==> src/pkg/omf_pkg.sv <==
// Purpose: Constants and types for the manual SPI frame composer.
// Assumes: 40 MHz system clock, APB register access, 32-bit data.
// Notes:   Lane widths use two-bit codes; other codes mean one line.
// How it works
// RULE_01 - Programmable eight-bit command opens the frame
// RULE_02 - Command goes over one or eight lines
// RULE_03 - Command phase only when its enable set
// RULE_04 - Optional second command byte follows the command
// RULE_05 - Second command width one or eight lines
// RULE_06 - Second command only when its enable set
// RULE_07 - Address goes over one or eight lines
// RULE_08 - Address select: none, 24, 32, octal
// RULE_09 - Address at single or double data rate
// RULE_10 - Option bytes over one or eight lines
// RULE_11 - One to four option bytes, highest first
// RULE_12 - Option bytes at single or double rate
// RULE_13 - Four programmable option bytes are held
// RULE_14 - Dummy cycles only when their enable set
// RULE_15 - Dummy count programmable, two to twenty cycles
// RULE_16 - Data phase over one or eight lines
// RULE_17 - Data phase at single or double rate
// RULE_18 - Idle levels per line zero to three
// RULE_19 - Lines two, three fixed in one-line transfers
// RULE_20 - Line zero level during one-line reads
// RULE_21 - Software sets line zero Hi-Z for octal reads
// RULE_22 - Phases go out in fixed order
// RULE_23 - Select wraps all phases, then idle levels
`default_nettype none
package omf_pkg;
  // Timing: serial clock derived from the system clock.
  localparam int unsigned CLK_HZ    = 40_000_000;
  localparam int unsigned SCK_HZ    = 10_000_000;
  localparam int unsigned HALF_CYC  = CLK_HZ / (2 * SCK_HZ);
  // Register byte offsets.
  localparam logic [7:0] OFS_CMD    = 8'h00;
  localparam logic [7:0] OFS_ENABLE = 8'h04;
  localparam logic [7:0] OFS_DDR    = 8'h08;
  localparam logic [7:0] OFS_OPT    = 8'h0c;
  localparam logic [7:0] OFS_DUMMY  = 8'h10;
  localparam logic [7:0] OFS_ADDR   = 8'h14;
  localparam logic [7:0] OFS_LEVEL  = 8'h18;
  localparam logic [7:0] OFS_CTRL   = 8'h1c;
  localparam logic [7:0] OFS_WDATA  = 8'h20;
  localparam logic [7:0] OFS_RDATA  = 8'h24;
  localparam logic [7:0] OFS_STATUS = 8'h28;
  // Field positions.
  localparam int CMD_LSB = 0;
  localparam int OCMD_LSB = 16;
  localparam int EN_CMD_W = 0;
  localparam int EN_CMD_ON = 2;
  localparam int EN_OCMD_W = 4;
  localparam int EN_OCMD_ON = 6;
  localparam int EN_ADDR_W = 8;
  localparam int EN_ADDR_SEL = 12;
  localparam int EN_OPT_W = 16;
  localparam int EN_OPT_SEL = 20;
  localparam int EN_DATA_W = 24;
  localparam int EN_DUMMY_ON = 28;
  localparam int DDR_DATA = 0;
  localparam int DDR_OPT = 4;
  localparam int DDR_ADDR = 8;
  localparam int LVL_RD0 = 12;
  localparam int LVL_L2 = 8;
  localparam int LVL_L3 = 10;
  localparam int CTRL_START = 0;
  localparam int CTRL_READ = 1;
  localparam int CTRL_DATA_ON = 2;
  localparam int CTRL_BYTES = 4;
  // Encodings.
  localparam logic [1:0] WIDTH_EIGHT = 2'h3;
  localparam logic [3:0] ADDR_24    = 4'h7;
  localparam logic [3:0] ADDR_32    = 4'hf;
  localparam logic [3:0] ADDR_OCTAL = 4'h4;
  localparam logic [3:0] OPT_B3     = 4'h8;
  localparam logic [3:0] OPT_B32    = 4'hc;
  localparam logic [3:0] OPT_B321   = 4'he;
  localparam logic [3:0] OPT_ALL    = 4'hf;
  localparam logic [1:0] LVL_ZERO   = 2'h0;
  localparam logic [1:0] LVL_ONE    = 2'h1;
  localparam logic [1:0] LVL_PREV   = 2'h2;
  localparam logic [1:0] LVL_HIZ    = 2'h3;
  localparam logic [4:0] DUMMY_MIN  = 5'h02;
  localparam logic [4:0] DUMMY_MAX  = 5'h14;
  localparam logic [5:0] BITS_BYTE  = 6'h08;
  localparam logic [5:0] BITS_24    = 6'h18;
  localparam logic [5:0] BITS_32    = 6'h20;
  localparam logic [2:0] PH_NONE    = 3'h6;
  localparam logic [5:0] CTRL_MASK  = 6'h36;
  // Reset values.
  localparam logic [31:0] RST_ENABLE = 32'h0000_0004;
  localparam logic [4:0]  RST_DUMMY  = 5'h08;
  localparam logic [13:0] RST_LEVEL  = 14'h35ff;
  // Frame phases in the order they go out on the wire.
  typedef enum logic [2:0] {
    OMF_CMD, OMF_OCMD, OMF_ADDR, OMF_OPT, OMF_DUMMY, OMF_DATA,
    OMF_IDLE, OMF_END
  } omf_phase_t;
endpackage
`default_nettype wire

==> src/hdl/omf_manual_frame.sv <==
// Purpose: Manual-mode frame composer for an octal or serial SPI flash.
// Assumes: APB slave with zero wait states, pins sampled on clock.
// Notes:   Pin outputs are registered, so they trail the shifter by one
//          clock; the serial clock half period is two clocks.
//
// Design decisions made here: register access over APB and the register offsets.
`timescale 1ns/1ps
`default_nettype none
module omf_manual_frame (
  // Clock and reset.
  input  wire logic        clock,
  input  wire logic        rst_n,
  // APB slave.
  input  wire logic        psel,
  input  wire logic        penable,
  input  wire logic        pwrite,
  input  wire logic [7:0]  paddr,
  input  wire logic [31:0] pwdata,
  output logic      [31:0] prdata,
  output logic             pready,
  output logic             pslverr,
  // Flash pins.
  output logic             chip_select_n,
  output logic             flash_clock,
  input  wire logic [7:0]  flash_data_line_i,
  output logic      [7:0]  flash_data_line_o,
  output logic      [7:0]  flash_data_line_oe,
  // Status.
  output logic             busy
);

  // Registers.
  logic [31:0] cmd_q;
  logic [31:0] en_q;
  logic [31:0] ddr_q;
  logic [31:0] opt_q;
  logic [31:0] addr_q;
  logic [31:0] wdata_q;
  logic [31:0] rdata_q;
  logic [4:0]  dummy_q;
  logic [13:0] lvl_q;
  logic [5:0]  ctrl_q;
  logic [31:0] prdata_q;
  logic        pslverr_q;
  // Frame engine.
  omf_pkg::omf_phase_t phase_q;
  omf_pkg::omf_phase_t load_phase;
  logic        cs_n_q;
  logic        sck_q;
  logic [1:0]  div_q;
  logic [31:0] sh_q;
  logic [31:0] rx_q;
  logic [5:0]  units_q;
  logic        w8_q;
  logic        ddr_f_q;
  logic        drive_q;
  logic [7:0]  io_out_q;
  logic [7:0]  io_oe_q;
  logic [7:0]  pin_val;
  logic [7:0]  pin_oe;
  logic [31:0] ld_word;
  logic [5:0]  ld_bits;
  logic [5:0]  ld_units;
  logic        ld_w8;
  logic        ld_ddr;
  logic        ld_drive;
  logic [2:0]  opt_n;
  logic [31:0] rd_mux;

  // One or eight lines from a two-bit width code.
  function automatic logic is_octal(input logic [1:0] w);
    return w == omf_pkg::WIDTH_EIGHT;
  endfunction

  // Line level from a two-bit setting, returned as {enable, value}.
  function automatic logic [1:0] line_level(input logic [1:0] sel,
                                            input logic       last_v,
                                            input logic       last_oe);
    logic [1:0] r;
    r = 2'h0;
    unique case (sel)
      omf_pkg::LVL_ZERO: r = 2'h2;
      omf_pkg::LVL_ONE:  r = 2'h3;
      omf_pkg::LVL_PREV: r = {last_oe, last_v & last_oe};
      omf_pkg::LVL_HIZ:  r = 2'h0;
    endcase
    return r;
  endfunction

  // First enabled phase at or after a position; PH_NONE when none left.
  function automatic logic [2:0] pick_phase(input logic [5:0] mask,
                                            input logic [2:0] from);
    logic [2:0] r;
    r = omf_pkg::PH_NONE;
    for (int i = 5; i >= 0; i--) begin
      if (mask[i] && (3'(i) >= from)) begin
        r = 3'(i);
      end
    end
    return r;
  endfunction

  // APB decode; the slave never inserts wait states.
  wire        setup    = psel && !penable;
  wire        wr_en    = psel && penable && pwrite;
  wire        active   = (phase_q != omf_pkg::OMF_IDLE);
  wire        cfg_wr   = wr_en && !active;
  wire        wr_cmd   = cfg_wr && (paddr == omf_pkg::OFS_CMD);
  wire        wr_en_r  = cfg_wr && (paddr == omf_pkg::OFS_ENABLE);
  wire        wr_ddr   = cfg_wr && (paddr == omf_pkg::OFS_DDR);
  wire        wr_opt   = cfg_wr && (paddr == omf_pkg::OFS_OPT);
  wire        wr_dummy = cfg_wr && (paddr == omf_pkg::OFS_DUMMY);
  wire        wr_addr  = cfg_wr && (paddr == omf_pkg::OFS_ADDR);
  wire        wr_lvl   = cfg_wr && (paddr == omf_pkg::OFS_LEVEL);
  wire        wr_ctrl  = cfg_wr && (paddr == omf_pkg::OFS_CTRL);
  wire        wr_wdata = cfg_wr && (paddr == omf_pkg::OFS_WDATA);
  wire        hit      = (paddr <= omf_pkg::OFS_STATUS) &&
                         (paddr[1:0] == 2'h0);
  // The start write brings its own data settings to the same edge, so a
  // data-only frame can start; writes are blocked while a frame runs.
  wire [5:0]  ctrl_now = wr_ctrl ? (pwdata[5:0] & omf_pkg::CTRL_MASK) :
                         ctrl_q;

  // Phase selection from the enable fields.
  wire [3:0]  addr_sel = en_q[omf_pkg::EN_ADDR_SEL +: 4];
  wire        addr_on  = (addr_sel == omf_pkg::ADDR_24) ||
                         (addr_sel == omf_pkg::ADDR_32) ||
                         (addr_sel == omf_pkg::ADDR_OCTAL); // RULE_08
  wire [5:0]  en_mask  = {ctrl_now[omf_pkg::CTRL_DATA_ON],
                          en_q[omf_pkg::EN_DUMMY_ON],
                          opt_n != 3'h0,
                          addr_on,
                          en_q[omf_pkg::EN_OCMD_ON],  // RULE_06
                          en_q[omf_pkg::EN_CMD_ON]};  // RULE_03
  wire        start_go = wr_ctrl && pwdata[omf_pkg::CTRL_START] &&
                         (en_mask != 6'h0);
  wire [2:0]  cur_idx  = phase_q;
  wire [2:0]  first_idx = pick_phase(en_mask, 3'h0);
  wire [2:0]  next_idx = pick_phase(en_mask, cur_idx + 3'h1); // RULE_22
  wire [2:0]  load_idx = start_go ? first_idx : next_idx;
  wire        rd_frame = ctrl_now[omf_pkg::CTRL_READ];
  wire [1:0]  nbytes_m1 = ctrl_now[omf_pkg::CTRL_BYTES +: 2];
  wire [4:0]  wd_shift = {2'h3 - nbytes_m1, 3'h0};
  // Out-of-range dummy counts are held to the supported span.
  wire [4:0]  dummy_cyc = (dummy_q < omf_pkg::DUMMY_MIN) ?
                          omf_pkg::DUMMY_MIN :
                          (dummy_q > omf_pkg::DUMMY_MAX) ?
                          omf_pkg::DUMMY_MAX : dummy_q; // RULE_15

  assign load_phase = (load_idx == omf_pkg::PH_NONE) ? omf_pkg::OMF_END :
                      omf_pkg::omf_phase_t'(load_idx);

  // Option byte count; byte three always leads.
  always_comb begin
    unique case (en_q[omf_pkg::EN_OPT_SEL +: 4])
      omf_pkg::OPT_B3:   opt_n = 3'h1; // RULE_11
      omf_pkg::OPT_B32:  opt_n = 3'h2;
      omf_pkg::OPT_B321: opt_n = 3'h3;
      omf_pkg::OPT_ALL:  opt_n = 3'h4;
      default:           opt_n = 3'h0;
    endcase
  end

  // Shift word, length, width and rate of the phase about to start.
  always_comb begin
    ld_word  = 32'h0;
    ld_bits  = omf_pkg::BITS_BYTE;
    ld_w8    = 1'b0;
    ld_ddr   = 1'b0;
    ld_drive = 1'b1;
    unique case (load_phase)
      omf_pkg::OMF_CMD: begin
        ld_word = {cmd_q[omf_pkg::CMD_LSB +: 8], 24'h0}; // RULE_01
        ld_w8   = is_octal(en_q[omf_pkg::EN_CMD_W +: 2]); // RULE_02
      end
      omf_pkg::OMF_OCMD: begin
        ld_word = {cmd_q[omf_pkg::OCMD_LSB +: 8], 24'h0}; // RULE_04
        ld_w8   = is_octal(en_q[omf_pkg::EN_OCMD_W +: 2]); // RULE_05
      end
      omf_pkg::OMF_ADDR: begin
        ld_word = (addr_sel == omf_pkg::ADDR_24) ?
                  {addr_q[23:0], 8'h0} : addr_q; // RULE_08
        ld_bits = (addr_sel == omf_pkg::ADDR_24) ?
                  omf_pkg::BITS_24 : omf_pkg::BITS_32;
        ld_w8   = is_octal(en_q[omf_pkg::EN_ADDR_W +: 2]); // RULE_07
        ld_ddr  = ddr_q[omf_pkg::DDR_ADDR]; // RULE_09
      end
      omf_pkg::OMF_OPT: begin
        ld_word = opt_q; // RULE_13
        ld_bits = {opt_n, 3'h0};
        ld_w8   = is_octal(en_q[omf_pkg::EN_OPT_W +: 2]); // RULE_10
        ld_ddr  = ddr_q[omf_pkg::DDR_OPT]; // RULE_12
      end
      omf_pkg::OMF_DUMMY: begin
        ld_bits  = {1'b0, dummy_cyc}; // RULE_14
        ld_drive = 1'b0;
      end
      omf_pkg::OMF_DATA: begin
        ld_word  = wdata_q << wd_shift;
        ld_bits  = {3'(nbytes_m1) + 3'h1, 3'h0};
        ld_w8    = is_octal(en_q[omf_pkg::EN_DATA_W +: 2]); // RULE_16
        ld_ddr   = ddr_q[omf_pkg::DDR_DATA]; // RULE_17
        ld_drive = !rd_frame;
      end
      default: begin
        ld_drive = 1'b0;
      end
    endcase
  end
  assign ld_units = ld_w8 ? {3'h0, ld_bits[5:3]} : ld_bits;

  // Serial clock timing: SDR moves on the falling edge, DDR on both.
  wire        tick    = active && (div_q == 2'(omf_pkg::HALF_CYC - 1));
  wire        in_end  = (phase_q == omf_pkg::OMF_END);
  wire        advance = tick && !in_end && (ddr_f_q || sck_q);
  wire        sample  = tick && (phase_q == omf_pkg::OMF_DATA) &&
                        !drive_q && (ddr_f_q || !sck_q);
  wire [31:0] sh_next = w8_q ? {sh_q[23:0], 8'h0} : {sh_q[30:0], 1'b0};

  // Half-period divider; restarts with every frame.
  always_ff @(posedge clock or negedge rst_n) begin
    if (!rst_n) begin
      div_q <= 2'h0;
    end else if (!active || tick) begin
      div_q <= 2'h0;
    end else begin
      div_q <= div_q + 2'h1;
    end
  end

  // Frame sequencer: select, phases in order, then release.
  always_ff @(posedge clock or negedge rst_n) begin
    if (!rst_n) begin
      phase_q <= omf_pkg::OMF_IDLE;
      cs_n_q  <= 1'b1;
      sck_q   <= 1'b0;
      sh_q    <= 32'h0;
      units_q <= 6'h0;
      w8_q    <= 1'b0;
      ddr_f_q <= 1'b0;
      drive_q <= 1'b0;
    end else if (start_go) begin
      cs_n_q  <= 1'b0; // RULE_23
      sck_q   <= 1'b0;
      phase_q <= load_phase;
      sh_q    <= ld_word;
      units_q <= ld_units;
      w8_q    <= ld_w8;
      ddr_f_q <= ld_ddr;
      drive_q <= ld_drive;
    end else if (tick && in_end) begin
      cs_n_q  <= 1'b1; // RULE_23
      sck_q   <= 1'b0;
      phase_q <= omf_pkg::OMF_IDLE;
    end else if (tick) begin
      sck_q <= !sck_q;
      if (advance && (units_q == 6'h1)) begin
        phase_q <= load_phase; // RULE_22
        sh_q    <= ld_word;
        units_q <= ld_units;
        w8_q    <= ld_w8;
        ddr_f_q <= ld_ddr;
        drive_q <= ld_drive;
      end else if (advance) begin
        sh_q    <= sh_next;
        units_q <= units_q - 6'h1;
      end
    end
  end

  // Read data shifts in from line one, or all eight lines.
  always_ff @(posedge clock or negedge rst_n) begin
    if (!rst_n) begin
      rx_q <= 32'h0;
    end else if (start_go) begin
      rx_q <= 32'h0;
    end else if (sample) begin
      rx_q <= w8_q ? {rx_q[23:0], flash_data_line_i} :
                     {rx_q[30:0], flash_data_line_i[1]};
    end
  end

  // Pin levels: idle settings, octal lanes, or one-line fixed levels.
  always_comb begin
    pin_val = 8'h0;
    pin_oe  = 8'h0;
    if (cs_n_q) begin
      for (int i = 0; i < 4; i++) begin
        {pin_oe[i], pin_val[i]} = line_level(lvl_q[2*i +: 2],
                                             io_out_q[i],
                                             io_oe_q[i]); // RULE_18
      end
    end else if (in_end) begin
      pin_val = io_out_q;
      pin_oe  = io_oe_q;
    end else if (w8_q) begin
      pin_val = sh_q[31:24];
      pin_oe  = {8{drive_q}};
    end else begin
      if (drive_q) begin
        {pin_oe[0], pin_val[0]} = {1'b1, sh_q[31]};
      end else begin
        {pin_oe[0], pin_val[0]} = line_level(lvl_q[omf_pkg::LVL_RD0 +: 2],
                                             io_out_q[0],
                                             io_oe_q[0]); // RULE_20
      end
      {pin_oe[2], pin_val[2]} = line_level(lvl_q[omf_pkg::LVL_L2 +: 2],
                                           io_out_q[2],
                                           io_oe_q[2]); // RULE_19
      {pin_oe[3], pin_val[3]} = line_level(lvl_q[omf_pkg::LVL_L3 +: 2],
                                           io_out_q[3],
                                           io_oe_q[3]); // RULE_19
    end
  end

  // Pin registers; their own value is what the keep-last setting holds.
  always_ff @(posedge clock or negedge rst_n) begin
    if (!rst_n) begin
      io_out_q <= 8'h0;
      io_oe_q  <= 8'h0;
    end else begin
      io_out_q <= pin_val;
      io_oe_q  <= pin_oe;
    end
  end

  // Configuration writes; ignored during a frame so it cannot tear.
  always_ff @(posedge clock or negedge rst_n) begin
    if (!rst_n) begin
      cmd_q   <= 32'h0;
      en_q    <= omf_pkg::RST_ENABLE;
      ddr_q   <= 32'h0;
      opt_q   <= 32'h0;
      dummy_q <= omf_pkg::RST_DUMMY;
      addr_q  <= 32'h0;
      lvl_q   <= omf_pkg::RST_LEVEL;
      ctrl_q  <= 6'h0;
      wdata_q <= 32'h0;
    end else begin
      if (wr_cmd) cmd_q <= pwdata;
      if (wr_en_r) en_q <= pwdata;
      if (wr_ddr) ddr_q <= pwdata;
      if (wr_opt) opt_q <= pwdata; // RULE_13
      if (wr_dummy) dummy_q <= pwdata[4:0];
      if (wr_addr) addr_q <= pwdata;
      if (wr_lvl) lvl_q <= pwdata[13:0];
      if (wr_ctrl) ctrl_q <= pwdata[5:0] & omf_pkg::CTRL_MASK;
      if (wr_wdata) wdata_q <= pwdata;
    end
  end

  // Received word is published when the frame ends.
  always_ff @(posedge clock or negedge rst_n) begin
    if (!rst_n) begin
      rdata_q <= 32'h0;
    end else if (tick && in_end && rd_frame) begin
      rdata_q <= rx_q;
    end
  end

  // Read mux; unmapped offsets read zero and flag an error.
  always_comb begin
    unique case (paddr)
      omf_pkg::OFS_CMD:    rd_mux = cmd_q;
      omf_pkg::OFS_ENABLE: rd_mux = en_q;
      omf_pkg::OFS_DDR:    rd_mux = ddr_q;
      omf_pkg::OFS_OPT:    rd_mux = opt_q;
      omf_pkg::OFS_DUMMY:  rd_mux = {27'h0, dummy_q};
      omf_pkg::OFS_ADDR:   rd_mux = addr_q;
      omf_pkg::OFS_LEVEL:  rd_mux = {18'h0, lvl_q};
      omf_pkg::OFS_CTRL:   rd_mux = {26'h0, ctrl_q};
      omf_pkg::OFS_WDATA:  rd_mux = wdata_q;
      omf_pkg::OFS_RDATA:  rd_mux = rdata_q;
      omf_pkg::OFS_STATUS: rd_mux = {31'h0, active};
      default:             rd_mux = 32'h0;
    endcase
  end

  // Read data and error are captured in the setup cycle.
  always_ff @(posedge clock or negedge rst_n) begin
    if (!rst_n) begin
      prdata_q  <= 32'h0;
      pslverr_q <= 1'b0;
    end else if (setup) begin
      prdata_q  <= pwrite ? 32'h0 : rd_mux;
      pslverr_q <= !hit;
    end
  end

  assign prdata             = prdata_q;
  assign pslverr            = pslverr_q;
  assign pready             = 1'b1;
  assign chip_select_n      = cs_n_q;
  assign flash_clock        = sck_q;
  assign flash_data_line_o  = io_out_q;
  assign flash_data_line_oe = io_oe_q;
  assign busy               = active;
endmodule
`default_nettype wire

==> config.mk <==
export PLATFORM = sky130hd
export DESIGN_NAME = omf_manual_frame
export DESIGN_NICKNAME = d
export VERILOG_FILES = /design/src/pkg/omf_pkg.sv /design/src/hdl/omf_manual_frame.sv
export SDC_FILE = /design/constraint.sdc
export NUM_CORES = 1
export LEC_CHECK = 0
export ABC_AREA = 1
export BUFFER_PORTS_ARGS = -buffer_cell sky130_fd_sc_hd__buf_2
export CORE_MARGIN = 10
export CORE_UTILIZATION = 39
export CTS_CLUSTER_DIAMETER = 120
export DETAILED_ROUTE_END_ITERATION = 6
export PLACE_DENSITY_LB_ADDON = 0.25
export SKIP_LAST_GASP = 1
export SYNTH_ARGS = -nofsm -noshare
export SYNTH_HDL_FRONTEND = slang
export SYNTH_SLANG_ARGS = --single-unit
==> constraint.sdc <==
create_clock -name clock -period 7.2 [get_ports clock]
set_clock_uncertainty 0.15 [all_clocks]
set_input_delay 1.08 -clock clock [delete_from_list [all_inputs] [get_ports clock]]
set_output_delay 1.08 -clock clock [all_outputs]
set_load 0.05 [all_outputs]
**After elaboration in Yosys (flattened, before gate mapping)**

Cells that the tools add are included.

- Register bits after elaboration: 376
- Bits of input ports: 53
- Output and inout port bits: 53
- Word-level logic and storage cells: 267

- $add $sub $neg: 5
- $lt $le $gt $ge: 9
- Equal/unequal tests: 63
- Shifts and indexed selects: 1
- Mux-type cells: 87
- Bitwise gates (word level): 4
- Reduce and logical (&&, ||, !) cells: 70

Operator list:

| operator | count |
|---|---|
| two-way mux 32 bit | 11 |
| case mux 32 bit (11 select lines) | 1 |
| case mux 32 bit (5 select lines) | 1 |
| case mux 2 bit (4 select lines) | 7 |
| two-way mux 6 bit | 8 |
| two-way mux 3 bit | 14 |
| == test 2 bit, second input constant | 19 |
| == test 8 x 5 -> 1 bit, second input constant | 4 |
| left shift 32 x 5 -> 32 bit | 1 |
| logical AND 1 bit | 31 |
| == test 8 x 6 -> 1 bit, second input constant | 3 |
| two-way mux 4 bit | 6 |
| case mux 6 bit (4 select lines) | 1 |
| two-way mux 1 bit | 23 |
| == test 4 bit, second input constant | 5 |
| == test 2 x 1 -> 1 bit, second input constant | 8 |
| == test 8 x 4 -> 1 bit, second input constant | 2 |
| logical NOT 2 bit | 8 |
| two-way mux 8 bit | 2 |
| == test 3 bit, second input constant | 5 |
| AND reduction 3 bit | 5 |
| two-way mux 2 bit | 7 |
| != test 2 bit, second input constant | 6 |
| case mux 3 bit (4 select lines) | 1 |
| 32 further kinds | 60 |

**Longest topological paths before layout**

Gate-level depths: netlist of run 1.

- Depth after elaboration: 22
- Mapped depth: 24
- Mapped depth without buffers: 23

**Least setup slack after synthesis of run 1**

No wires, ideal clock.

- Path kind: in2reg
- Start point: input port paddr[6]
- End point: register units_q[1]
- Arrival: 3.013 ns
- Required time: 6.933 ns
- Path slack: 3.919 ns
- Stages: 17
- Buffers on the path: 2
- Path through: inv_1 nand2_1 nor2_1 nand3_4 inv_1 nand2_1 nand2_1 buf_2 inv_1 clkbuf_1 ha_1 nand4_1 nand2_1 nor2_1 nand3_1 nand3_1 nand2_1

- Elaborated cells between the ends (all ways): 40

RTL lines:

| element | RTL line | RTL |
|---|---|---|
| start, declared | omf_manual_frame.sv:17 | `input wire logic [7:0] paddr,` |
| == test 8 x 5 -> 1 bit * | omf_manual_frame.sv:115 | `wire wr_ctrl = cfg_wr && (paddr == omf_pkg::OFS_CTRL);` |
| logical AND 1 bit * | omf_manual_frame.sv:115 |  |
| two-way mux 6 bit * | -- |  |
| named net ctrl_now[4] | omf_manual_frame.sv:121 | `wire [5:0] ctrl_now = wr_ctrl ? (pwdata[5:0] & omf_pkg::CTRL_MASK) :` |
| adder 2 x 1 -> 3 bit * | omf_manual_frame.sv:200 | `ld_bits = {3'(nbytes_m1) + 3'h1, 3'h0};` |
| case mux 6 bit (4 select lines) * | omf_manual_frame.sv:171 | `unique case (load_phase)` |
| two-way mux 6 bit * | omf_manual_frame.sv:210 | `assign ld_units = ld_w8 ? {3'h0, ld_bits[5:3]} : ld_bits;` |
| two-way mux 6 bit | omf_manual_frame.sv:257 | `if (advance && (units_q == 6'h1)) begin` |
| two-way mux 6 bit | omf_manual_frame.sv:255 | `end else if (tick) begin` |
| two-way mux 6 bit | omf_manual_frame.sv:251 | `end else if (tick && in_end) begin` |
| two-way mux 6 bit * | omf_manual_frame.sv:242 | `end else if (start_go) begin` |
| end signal, assigned | omf_manual_frame.sv:247 | `units_q <= ld_units;` |
| end signal, assigned | omf_manual_frame.sv:260 | `units_q <= ld_units;` |
| end signal, assigned | omf_manual_frame.sv:266 | `units_q <= units_q - 6'h1;` |
| end, declared | omf_manual_frame.sv:53 | `logic [5:0] units_q;` |

Mark *: on every way through the listed nets, which the timed path passes. The rest lies on a longest branch. The select of a mux whose other input is x is not followed.
A chain may end at the register's enable or synchronous reset.

**Final worst setup path of run 1**

- Start point: register phase_q[0] (netlist: cur_idx[0])
- End point: register sh_q[15]

- Cells in the longest elaborated chain, start to end: 21
- Elaborated cells between the ends (all ways): 59

RTL lines:

| element | RTL line | RTL |
|---|---|---|
| start, declared | omf_manual_frame.sv:46 | `omf_pkg::omf_phase_t phase_q;` |
| start signal, assigned | omf_manual_frame.sv:234 | `phase_q <= omf_pkg::OMF_IDLE;` |
| start signal, assigned | omf_manual_frame.sv:245 | `phase_q <= load_phase;` |
| start signal, assigned | omf_manual_frame.sv:254 | `phase_q <= omf_pkg::OMF_IDLE;` |
| branches (longest 21 deep; another with adder 3 x 1 -> 3 bit) | -- |  |
| end signal, assigned | omf_manual_frame.sv:246 | `sh_q <= ld_word;` |
| end signal, assigned | omf_manual_frame.sv:259 | `sh_q <= ld_word;` |
| end signal, assigned | omf_manual_frame.sv:265 | `sh_q <= sh_next;` |
| end, declared | omf_manual_frame.sv:51 | `logic [31:0] sh_q;` |

Several ways; the timed one is not identified. The select of a mux whose other input is x is not followed.

==> impl_metrics.env, run 1 <==
export IMPL_r2r_start="cur_idx[0]"
export IMPL_rsz0062_at_grt="no"
export IMPL_worstPathRequired_ps=7550
export IMPL_clock_root_buffer="clkbuf_16"
export IMPL_drive_gt1_frac=0.109
export IMPL_drv_cap=0
export IMPL_critPathCaptureType="flop"
export IMPL_clock_sinks=373
export IMPL_syn_area_per_cell_sq_um=7.95
export IMPL_timing_fmax_ghz=0.249
export IMPL_maxSlewViolCount=0
export IMPL_clk_pin_slew_ps=60
export IMPL_area_growth_pct=12.7
export IMPL_grt_pass1_vias=16600
export IMPL_p_clk_frac=0.492
export IMPL_clk_latency_ps=600
export IMPL_cts_tree="built"
export IMPL_layout_nets=2476
export IMPL_hp_start="div_q[0]"
export IMPL_fin_crit_sh=0.557
export IMPL_cts_path_max_buffers=3
export IMPL_drt_first_pass_iters=6
export IMPL_synth_area_top_cells="dfrtp_1 47%, nand2_1 13%, o21ai_0 11%"
export IMPL_place_gp_congestion=1.01
export IMPL_start_util=0.395
export IMPL_cp_max_fo=35
export IMPL_synth_distinct_cells=55
export IMPL_worstSetupStartpoint="cur_idx[0]"
export IMPL_core_sq_um=47800
export IMPL_boundaryPins=106
export IMPL_ys_seq_area_frac=0.495
export IMPL_synth_top_area_frac=0.472
export IMPL_grt_ovfl_total=0
export IMPL_ir_drop_mv=0.162
export IMPL_ys_async_sr_fraction=1.00
export IMPL_p_leak_nw=9.57
export IMPL_arrival_ps=4360
export IMPL_post_drt_wl_per_cell_um=24.0
export IMPL_slew_headroom=0.219
export IMPL_status="finished clean"
export IMPL_antenna_found_initial=0
export IMPL_syn_nets=2437
export IMPL_final_util=0.445
export IMPL_wl_um=73400
export IMPL_ys_warnings_count=0
export IMPL_die_h_um=240
export IMPL_seqPwrFrac=0.467
export IMPL_final_antenna_net_count=0
export IMPL_switching_share=0.239
export IMPL_startpoint_type="flop"
export IMPL_hold_buffers=0
export IMPL_synth_edf_count=0
export IMPL_setup_violations=0
export IMPL_worst_pin_slew_ps=1170
export IMPL_grt_pass1_wl_um=109000
export IMPL_cts_repair_resized=0
export IMPL_yosys_area_top_type="dfrtp_1"
export IMPL_cts_inserted_buffers=44
export IMPL_fin_crit_ps=4010
export IMPL_syn_instance_count=2374
export IMPL_die_x_um=240
export IMPL_pwr_density_cell_nw_per_um2=216
export IMPL_combPwrFrac=0.041
export IMPL_hpwl_um=51900
export IMPL_hold_class="reg2reg"
export IMPL_grt_max_degree=146
export IMPL_via_per_inst=5.72
export IMPL_synthFlopType="dfrtp_1"
export IMPL_post_cts_setup_buffers=0
export IMPL_intPower_mw=3.50
export IMPL_cts_max_level=2
export IMPL_synth_common_cells="672 x nand2_1, 421 x o21ai_0, 356 x dfrtp_1"
export IMPL_route_detailed_drc=0
export IMPL_vias=17500
export IMPL_hold_viol_final=0
export IMPL_fp_row_count=80
export IMPL_drt_initial_drc_count=1980
export IMPL_diodes=0
export IMPL_yosysMostFrequentCell="nand2_1"
export IMPL_p_switching_mw=1.10
export IMPL_synth_area_sq_um=18900
export IMPL_io_buffers=104
export IMPL_design_die_area_sq_um=57600
export IMPL_tns_ps=0
export IMPL_path_class="reg2reg"
export IMPL_synth_seq_cells=373
export IMPL_grtUsageTotal=0.251
[worst max-delay path, cell delays in order (launching register included)]
cell and delay [ps]:
dfrtp_1 440, inv_1 140, ha_1 200, nand2_4 150, nor2_8 300, nand3_4 220
nand2_2 150, nand2_4 70, nand3_4 70, nand2_4 120, nand2_1 380, inv_1 80
buf_4 270, a21oi_4 760, o21ai_0 210, a21oi_1 170
[sequential cells by signal, indices dropped and copies added (netlist names), 2 cells and up]
name / count
cur_idx: 3
rdata_q: 32
rx_q: 32
opt_q: 32
units_q: 6
ddr_q: 32
lvl_q: 14
flash_data_line_o: 8
wdata_q: 32
cmd_q: 32
en_q: 32
ctrl_q: 4
prdata: 32
sh_q: 32
addr_q: 32
div_q: 2
dummy_q: 5
flash_data_line_oe: 5
[power by group through the flow]
stage                     Sequential [mW]  Combinational [mW]  Clock, mW
after floorplan                      2.18              0.0773          0
after global placement               2.18               0.189          0
after detailed placement             2.18               0.191          0
after CTS                            2.15               0.192       2.30
after global routing                 2.15               0.212       2.38
final                                2.15               0.191       2.26
[area by class of cell]
cell class | instances | area [sq um]
clock inverters | 11 | 164
flip-flops and latches | 373 | 9360
repair buffers | 130 | 751
fillers | 4842 | 26600
well taps | 615 | 769
multi-input cells | 1634 | 8090
clock buffers | 68 | 1280
inverters | 230 | 868
[final timing paths]
check	to	slack (ps)	depth (start not counted)
setup / recovery	sh_q[15]	3190	15
setup reg to reg	sh_q[15]	3190	15
hold reg to reg	div_q[0]	300	1
max in group asynchronous	en_q[19]	5150	2
min in group asynchronous	cmd_q[5]	410	1
hold / removal	div_q[0]	300	1
[metrics by stage]
stage                     power [mW]  worst slack [ps]  instance area [sq um]  hold slack (ps)  cells
final                           4.60              3190                  21300              303   3061
after global routing            4.74              2880                  21300              319   3061
after CTS                       4.64              3250                  21300              309   3061
after detailed placement        2.38              2850                  19800              301   2982
after global placement          2.37              2920                  19800              275   2982
after floorplan                 2.26              3920                  18900              264   2374
[routing by layer]
layer / track usage / share of wire / vias up
li1: - / - / 7979
met1: 0.337 / 0.42 / 8551
met2: 0.395 / 0.46 / 830
met3: 0.0286 / 0.070 / 154
met4: 0.130 / 0.055 / 0
met5: 0 / 0 / -
[cells in the final DEF (no fill, tap or decap), types with 12 or more instances in the layout]
| master | netlist | routed |
|---|---|---|
| a221oi_1 | 32 | 32 |
| nor3_1 | 12 | 12 |
| dfstp_2 | 17 | 17 |
| buf_4 | 13 | 24 |
| buf_2 | 8 | 103 |
| o22ai_1 | 16 | 16 |
| clkbuf_1 | 106 | 15 |
| dfrtp_1 | 356 | 355 |
| nand2_2 | 5 | 12 |
| inv_1 | 222 | 222 |
| nand2_1 | 672 | 665 |
| nand4_1 | 32 | 32 |
| a21oi_1 | 46 | 46 |
| clkbuf_16 | 0 | 44 |
| nand3_1 | 102 | 102 |
| o21ai_0 | 421 | 421 |
| a22o_1 | 58 | 58 |
| nor2_1 | 123 | 116 |
| o211ai_1 | 19 | 19 |
[kinds of logic after synthesis]
group                    after synthesis  synth area share
AO/OA/AOI/OAI                        644             0.200
XOR/XNOR                               4           0.00186
adder cells (fa/ha/maj)               10           0.00663
buffers and inverters                367            0.0793
flip-flops                           373             0.495
other                                  1          0.000199
AND/OR/NAND/NOR                      975             0.217
No activity file was read; power rests on OpenSTA's default activity.
==> inputs of run 2 (changes only) <==
ABC_AREA = 0   (was 1)
clock period = 3.6 ns   (was 7.2 ns; I/O delays follow)
==> impl_metrics.env, run 2 <==
export IMPL_status="finished, violations left"
export IMPL_violations="DRC"
export IMPL_clock_sinks=373
export IMPL_drv_cap=0
export IMPL_fillers=4222
export IMPL_route_detailed_drc=13
export IMPL_ys_async_sr_fraction=1.00
export IMPL_design_die_area_sq_um=56200
export IMPL_place_ws_ps=-279
export IMPL_synth_common_cells="356 x dfrtp_1, 252 x mux2_2, 139 x nand2_1"
export IMPL_synth_distinct_cells=74
export IMPL_place_gp_congestion=0.977
export IMPL_layout_setup_ws_ps=46.4
export IMPL_cts_path_max_buffers=3
export IMPL_drt_first_pass_iters=7
export IMPL_area_growth_pct=19.6
export IMPL_cts_inserted_buffers=42
export IMPL_synth_top_area_frac=0.485
export IMPL_start_util=0.395
export IMPL_p_leak_nw=9.96
export IMPL_synth_compound_area_frac=0.170
export IMPL_clk_pin_slew_ps=60
export IMPL_wl_um=67100
export IMPL_arrival_ps=3870
export IMPL_fin_crit_ps=3550
export IMPL_combPwrFrac=0.034
export IMPL_path_class="reg2reg"
export IMPL_yosys_area_top_type="dfrtp_1"
export IMPL_synth_edf_count=0
export IMPL_synthFlopType="dfrtp_1"
export IMPL_clock_root_buffer="clkbuf_16"
export IMPL_synth_area_sq_um=18400
export IMPL_core_sq_um=46600
export IMPL_yosysMostFrequentCell="dfrtp_1"
export IMPL_slew_headroom=0.468
export IMPL_die_x_um=237
export IMPL_vias=14900
export IMPL_reg2reg_depth=11
export IMPL_cp_max_fo=4
export IMPL_syn_instance_count=1602
export IMPL_io_buffers=104
export IMPL_ys_seq_area_frac=0.509
export IMPL_boundaryPins=106
export IMPL_post_dp_cell_area_sq_um=20400
export IMPL_synth_simple_gate_area_frac=0.0832
export IMPL_synth_top_family_by_area="multiplexers"
export IMPL_synth_mux_area_frac=0.200
export IMPL_fp_row_count=79
export IMPL_ir_drop_mv=0.397
export IMPL_cts_max_level=2
export IMPL_layout_nets=1821
export IMPL_worst_pin_slew_ps=789
export IMPL_timing_fmax_ghz=0.281
export IMPL_syn_nets=1665
export IMPL_drive_gt1_frac=0.341
export IMPL_maxSlewViolCount=0
export IMPL_synth_xor_area_share=0
export IMPL_syn_area_per_cell_sq_um=11.5
export IMPL_grtUsageTotal=0.232
export IMPL_synth_area_top_cells="dfrtp_1 48%, mux2_2 15%, mux2i_1 4.5%"
export IMPL_final_common_cell="dfrtp_1"
export IMPL_hold_viol_final=0
export IMPL_final_cell_mix="355 x dfrtp_1, 252 x mux2_2, 139 x nand2_1, 103 x buf_2, 100 x buf_4"
export IMPL_grt_ovfl_total=0
export IMPL_pwr_density_cell_nw_per_um2=409
export IMPL_clk_latency_ps=580
export IMPL_hold_class="in2reg"
export IMPL_drt_initial_drc_count=1697
export IMPL_seqPwrFrac=0.476
export IMPL_p_clk_frac=0.490
export IMPL_antenna_found_initial=7
export IMPL_hold_depth=2
export IMPL_switching_share=0.230
export IMPL_synth_seq_cells=373
export IMPL_worstPathRequired_ps=3910
export IMPL_setup_violations=0
export IMPL_rsz0062_at_grt="yes"
export IMPL_final_cell_area_sq_um=22000
export IMPL_fin_crit_sh=0.987
export IMPL_intPower_mw=6.92
export IMPL_die_h_um=237
export IMPL_via_per_inst=6.20
export IMPL_synthAdderAreaFrac=0.00735
export IMPL_critPathCaptureType="flop"
export IMPL_grt_max_degree=88
export IMPL_grt_pass1_wl_um=99900
export IMPL_p_switching_mw=2.07
export IMPL_ys_warnings_count=0
export IMPL_grt_pass1_vias=14600
export IMPL_hpwl_um=47300
export IMPL_final_antenna_net_count=0
export IMPL_cts_tree="built"
export IMPL_post_drt_wl_per_cell_um=28.0
export IMPL_startpoint_type="flop"
## run 2: cell types whose count changed in the layout (fill, tap and decap cells not counted), sizes merged, moves of 84 or more
| cell | delta |
|---|---|
| nand2 | -544 |
| o21ai | -392 |
| mux2 | +252 |
| inv | -207 |
| buf | +97 |
| mux2i | +84 |
## run 2: layout make-up
| type | instances | area (sq um) | area share |
|---|---|---|---|
| multi-input cells | 1091 | 8660 | 0.394 |
| diodes | 1 | 2.50 | 0.000114 |
| clock inverters | 16 | 236 | 0.0108 |
| clock buffers | 60 | 1150 | 0.0522 |
| well taps | 607 | 759 | 0.0345 |
| flip-flops and latches | 373 | 9360 | 0.426 |
| inverters | 22 | 85.1 | 0.00387 |
| repair buffers | 228 | 1730 | 0.0789 |
## run 2: worst paths after layout
path	slack, ps	startpoint	to
worst min-delay path	120	pwdata[14]	en_q[14]
max in group asynchronous	1950	rst_n	sh_q[11]
min in group asynchronous	360	rst_n	flash_clock
worst min register to register	290	div_q[0]	div_q[0]
worst max register to register	50	cur_idx[1]	units_q[1]
worst max-delay path	50	cur_idx[1]	units_q[1]
## run 2: layer usage
| metal | vias to the layer above | wire length (um) | GRT usage |
|---|---|---|---|
| met1 | 7697 | 29500 | 0.321 |
| met2 | 622 | 30200 | 0.353 |
| li1 | 6404 | - | - |
| met4 | 14 | 2410 | 0.0882 |
| met3 | 132 | 4880 | 0.0439 |
| met5 | - | 92 | 0 |
## run 2: cells by family after synthesis
kind of cell               count (synthesis)
AOI/OAI and AO/OA                        405
muxes                                    336
DFF                                      373
adders and majority gates                 11
and+or+nand+nor                          338
buffers and inverters                    138
other                                      1
## run 2: repair_timing
action | in CTS | in global routing
endpoints found under the setup margin | 0 | 40
endpoints found under the hold margin | 47 | 0
gates resized for setup | 0 | 28
hold buffers | 1 | 0
buffers inserted | 0 | 6
## run 2: critical path: stages, from the launching register on
cell and delay (ps):
dfstp_2 550, ha_4 120, and2_4 150, inv_4 50, or4_4 520, or3_4 410
a211oi_4 310, or3b_4 460, nand2_8 80, a41o_1 230, o21bai_1 100, a222oi_1 300
## run 2: through the flow
stage                     TNS (ps)  total power, mW  hold slack [ps]  std cells  utilization
after floorplan              -1220             4.43             94.4       1602            -
after global placement       -6740             4.66              275       2314        0.439
after detailed placement     -7030             4.66              285       2314        0.439
after CTS                        0             9.07             91.6       2391        0.469
after global routing         -73.3             9.26              119       2397        0.472
final                            0             8.99              116       2398        0.472
## run 2: power by group through the flow
stage                     clock network [mW]  registers (mW)  logic (mW)
after detailed placement                   0            4.35       0.310
after floorplan                            0            4.34      0.0915
after CTS                               4.48            4.28       0.312
after global routing                    4.63            4.28       0.343
final                                   4.40            4.28       0.309
after global placement                     0            4.35       0.305
==> inputs of run 3 (changes only) <==
CELL_PAD_IN_SITES_DETAIL_PLACEMENT = 0   (was unset)
CELL_PAD_IN_SITES_GLOBAL_PLACEMENT = 1   (was unset)
==> impl_metrics.env, run 3 (synthesis gave the netlist of run 2 again) <==
export IMPL_diodes=0
export IMPL_maxSlewViolCount=0
export IMPL_drv_cap=0
export IMPL_hpwl_um=48100
export IMPL_place_gp_congestion=0.943
export IMPL_grt_ovfl_total=0
export IMPL_r2r_start="cur_idx[1]"
export IMPL_hold_depth=2
export IMPL_p_leak_nw=10.1
export IMPL_worstSetupStartpoint="cur_idx[1]"
export IMPL_design_die_area_sq_um=56200
export IMPL_arrival_ps=3910
export IMPL_die_x_um=237
export IMPL_critPathMaxStageDelay_ps=560
export IMPL_clock_sinks=373
export IMPL_cts_max_level=2
export IMPL_grtUsageTotal=0.242
export IMPL_drt_first_pass_iters=6
export IMPL_startpoint_type="flop"
export IMPL_cp_max_fo=7
export IMPL_crit_buf_inv=4
export IMPL_area_growth_pct=20.6
export IMPL_hold_viol_final=0
export IMPL_grt_pass1_wl_um=104000
export IMPL_vias=14800
export IMPL_crit_chain="ha_4 -> and2_4 -> inv_4 -> or4_4 -> buf_12 -> a2111oi_2 -> inv_1 -> o31a_1 -> nor4_2 -> buf_4 -> a22o_1 -> a221o_1"
export IMPL_grt_pass1_vias=15000
export IMPL_grt_max_degree=83
export IMPL_drt_initial_drc_count=1470
export IMPL_place_ws_ps=-326
export IMPL_critPathCaptureType="flop"
export IMPL_antenna_found_initial=3
export IMPL_via_per_inst=6.13
export IMPL_rsz0062_at_grt="yes"
export IMPL_start_util=0.395
export IMPL_post_drt_wl_per_cell_um=28.8
export IMPL_clk_latency_ps=590
export IMPL_cts_path_max_buffers=3
export IMPL_layout_setup_ws_ps=41.5
export IMPL_wl_um=69300
export IMPL_cts_tree="built"
export IMPL_setup_violations=0
export IMPL_worst_pin_slew_ps=738
export IMPL_fin_crit_ps=3560
export IMPL_path_class="reg2reg"
export IMPL_ir_drop_mv=0.401
export IMPL_clock_root_buffer="clkbuf_16"
export IMPL_fin_crit_sh=0.988
export IMPL_layout_nets=1827
export IMPL_die_h_um=237
export IMPL_final_antenna_net_count=0
export IMPL_cts_inserted_buffers=42
export IMPL_clk_pin_slew_ps=60
export IMPL_cp_slowest_cell="nor4_2"
export IMPL_hold_class="in2reg"
export IMPL_drive_gt1_frac=0.345
export IMPL_final_cell_mix="355 x dfrtp_1, 252 x mux2_2, 139 x nand2_1, 103 x buf_2, 100 x buf_4"
export IMPL_status="finished clean"
export IMPL_hp_start="pwdata[15]"
export IMPL_slew_headroom=0.508
export IMPL_io_buffers=104
export IMPL_route_detailed_drc=0
export IMPL_cpLargestDelayFamily="simple AND/OR/NAND/NOR gates"
export IMPL_boundaryPins=106
export IMPL_final_common_cell="dfrtp_1"
export IMPL_reg2reg_depth=12
export IMPL_final_util=0.476
export IMPL_holdPathEnd="cmd_q[15]"
export IMPL_core_sq_um=46600
export IMPL_timing_rr_end="sh_q[4]"
export IMPL_worstPathRequired_ps=3950
export IMPL_timing_fmax_ghz=0.281
export IMPL_pwr_density_cell_nw_per_um2=411
export IMPL_fp_row_count=79
export IMPL_r2r_slack_ps=40
[run 3: cell types whose count changed in the layout (fill, tap and decap cells not counted), sizes merged]
cell	change
buf	+6
bufinv	-2
clkbuf	+5
clkinv	-1
clkinvlp	-1
diode	-1
inv	+1
[run 3: repair_timing]
| action | 4_1_cts | 5_1_grt |
|---|---|---|
| hold endpoints to repair | 70 | 0 |
| pin swaps | 0 | 6 |
| gates resized for setup | 2 | 19 |
| buffers inserted | 2 | 8 |
| endpoints found under the setup margin | 15 | 37 |
| hold buffers | 1 | 0 |
[run 3: power breakdown]
| group | leakage [nW] | total [mW] | switching (mW) | internal (mW) |
|---|---|---|---|---|
| Combinational | 4.42 | 0.317 | 0.220 | 0.0968 |
| Sequential | 4.93 | 4.28 | 0.0458 | 4.23 |
| Clock | 0.715 | 4.51 | 1.85 | 2.66 |
[run 3: worst register-to-register path, stage by stage (launching register included)]
cell       delay (ps)
dfstp_2           550
ha_4              120
and2_4            140
inv_4              50
or4_4             550
buf_12            160
a2111oi_2         360
inv_1             100
o31a_1            170
nor4_2            560
buf_4             260
a22o_1            140
a221o_1           150
[run 3: area by class of cell]
cell class	instances	area [sq um]
Fill cell	4265	24400
Sequential cell	373	9360
Multi-Input combinational cell	1091	8650
Timing Repair Buffer	234	1860
Clock buffer	65	1270
Tap cell	607	759
Clock inverter	13	190
Inverter	22	85.1
[run 3: worst max path at each step]
stage / slack (ps) / cells past startpoint / end
2_1_floorplan: -90 / 12 / units_q[3]
3_3_place_gp: -260 / 13 / sh_q[30]
3_5_place_dp: -330 / 10 / sh_q[15]
4_1_cts: 0.4 / 11 / sh_q[15]
5_1_grt: -70 / 12 / sh_q[23]
6_report: 40 / 12 / sh_q[4]
[run 3: through the flow]
stage / TNS (ps) / total power [mW] / instances / hold WS (ps) / instance area (sq um)
finish: 0 / 9.11 / 2405 / 113 / 22200
global route: -445 / 9.39 / 2405 / 105 / 22200
CTS: 0 / 9.18 / 2397 / 93.5 / 22000
detailed placement: -9630 / 4.67 / 2316 / 288 / 20500
global placement: -7620 / 4.67 / 2316 / 275 / 20500
floorplan: -1220 / 4.43 / 1602 / 94.4 / 18400
[run 3: metal layers]
layer  up-vias  track usage  share of wire
met4         4       0.0938          0.036
li1       6415            -              -
met2       531        0.380           0.46
met3       112       0.0365          0.059
met5         -            0        0.00033
met1      7691        0.330           0.44
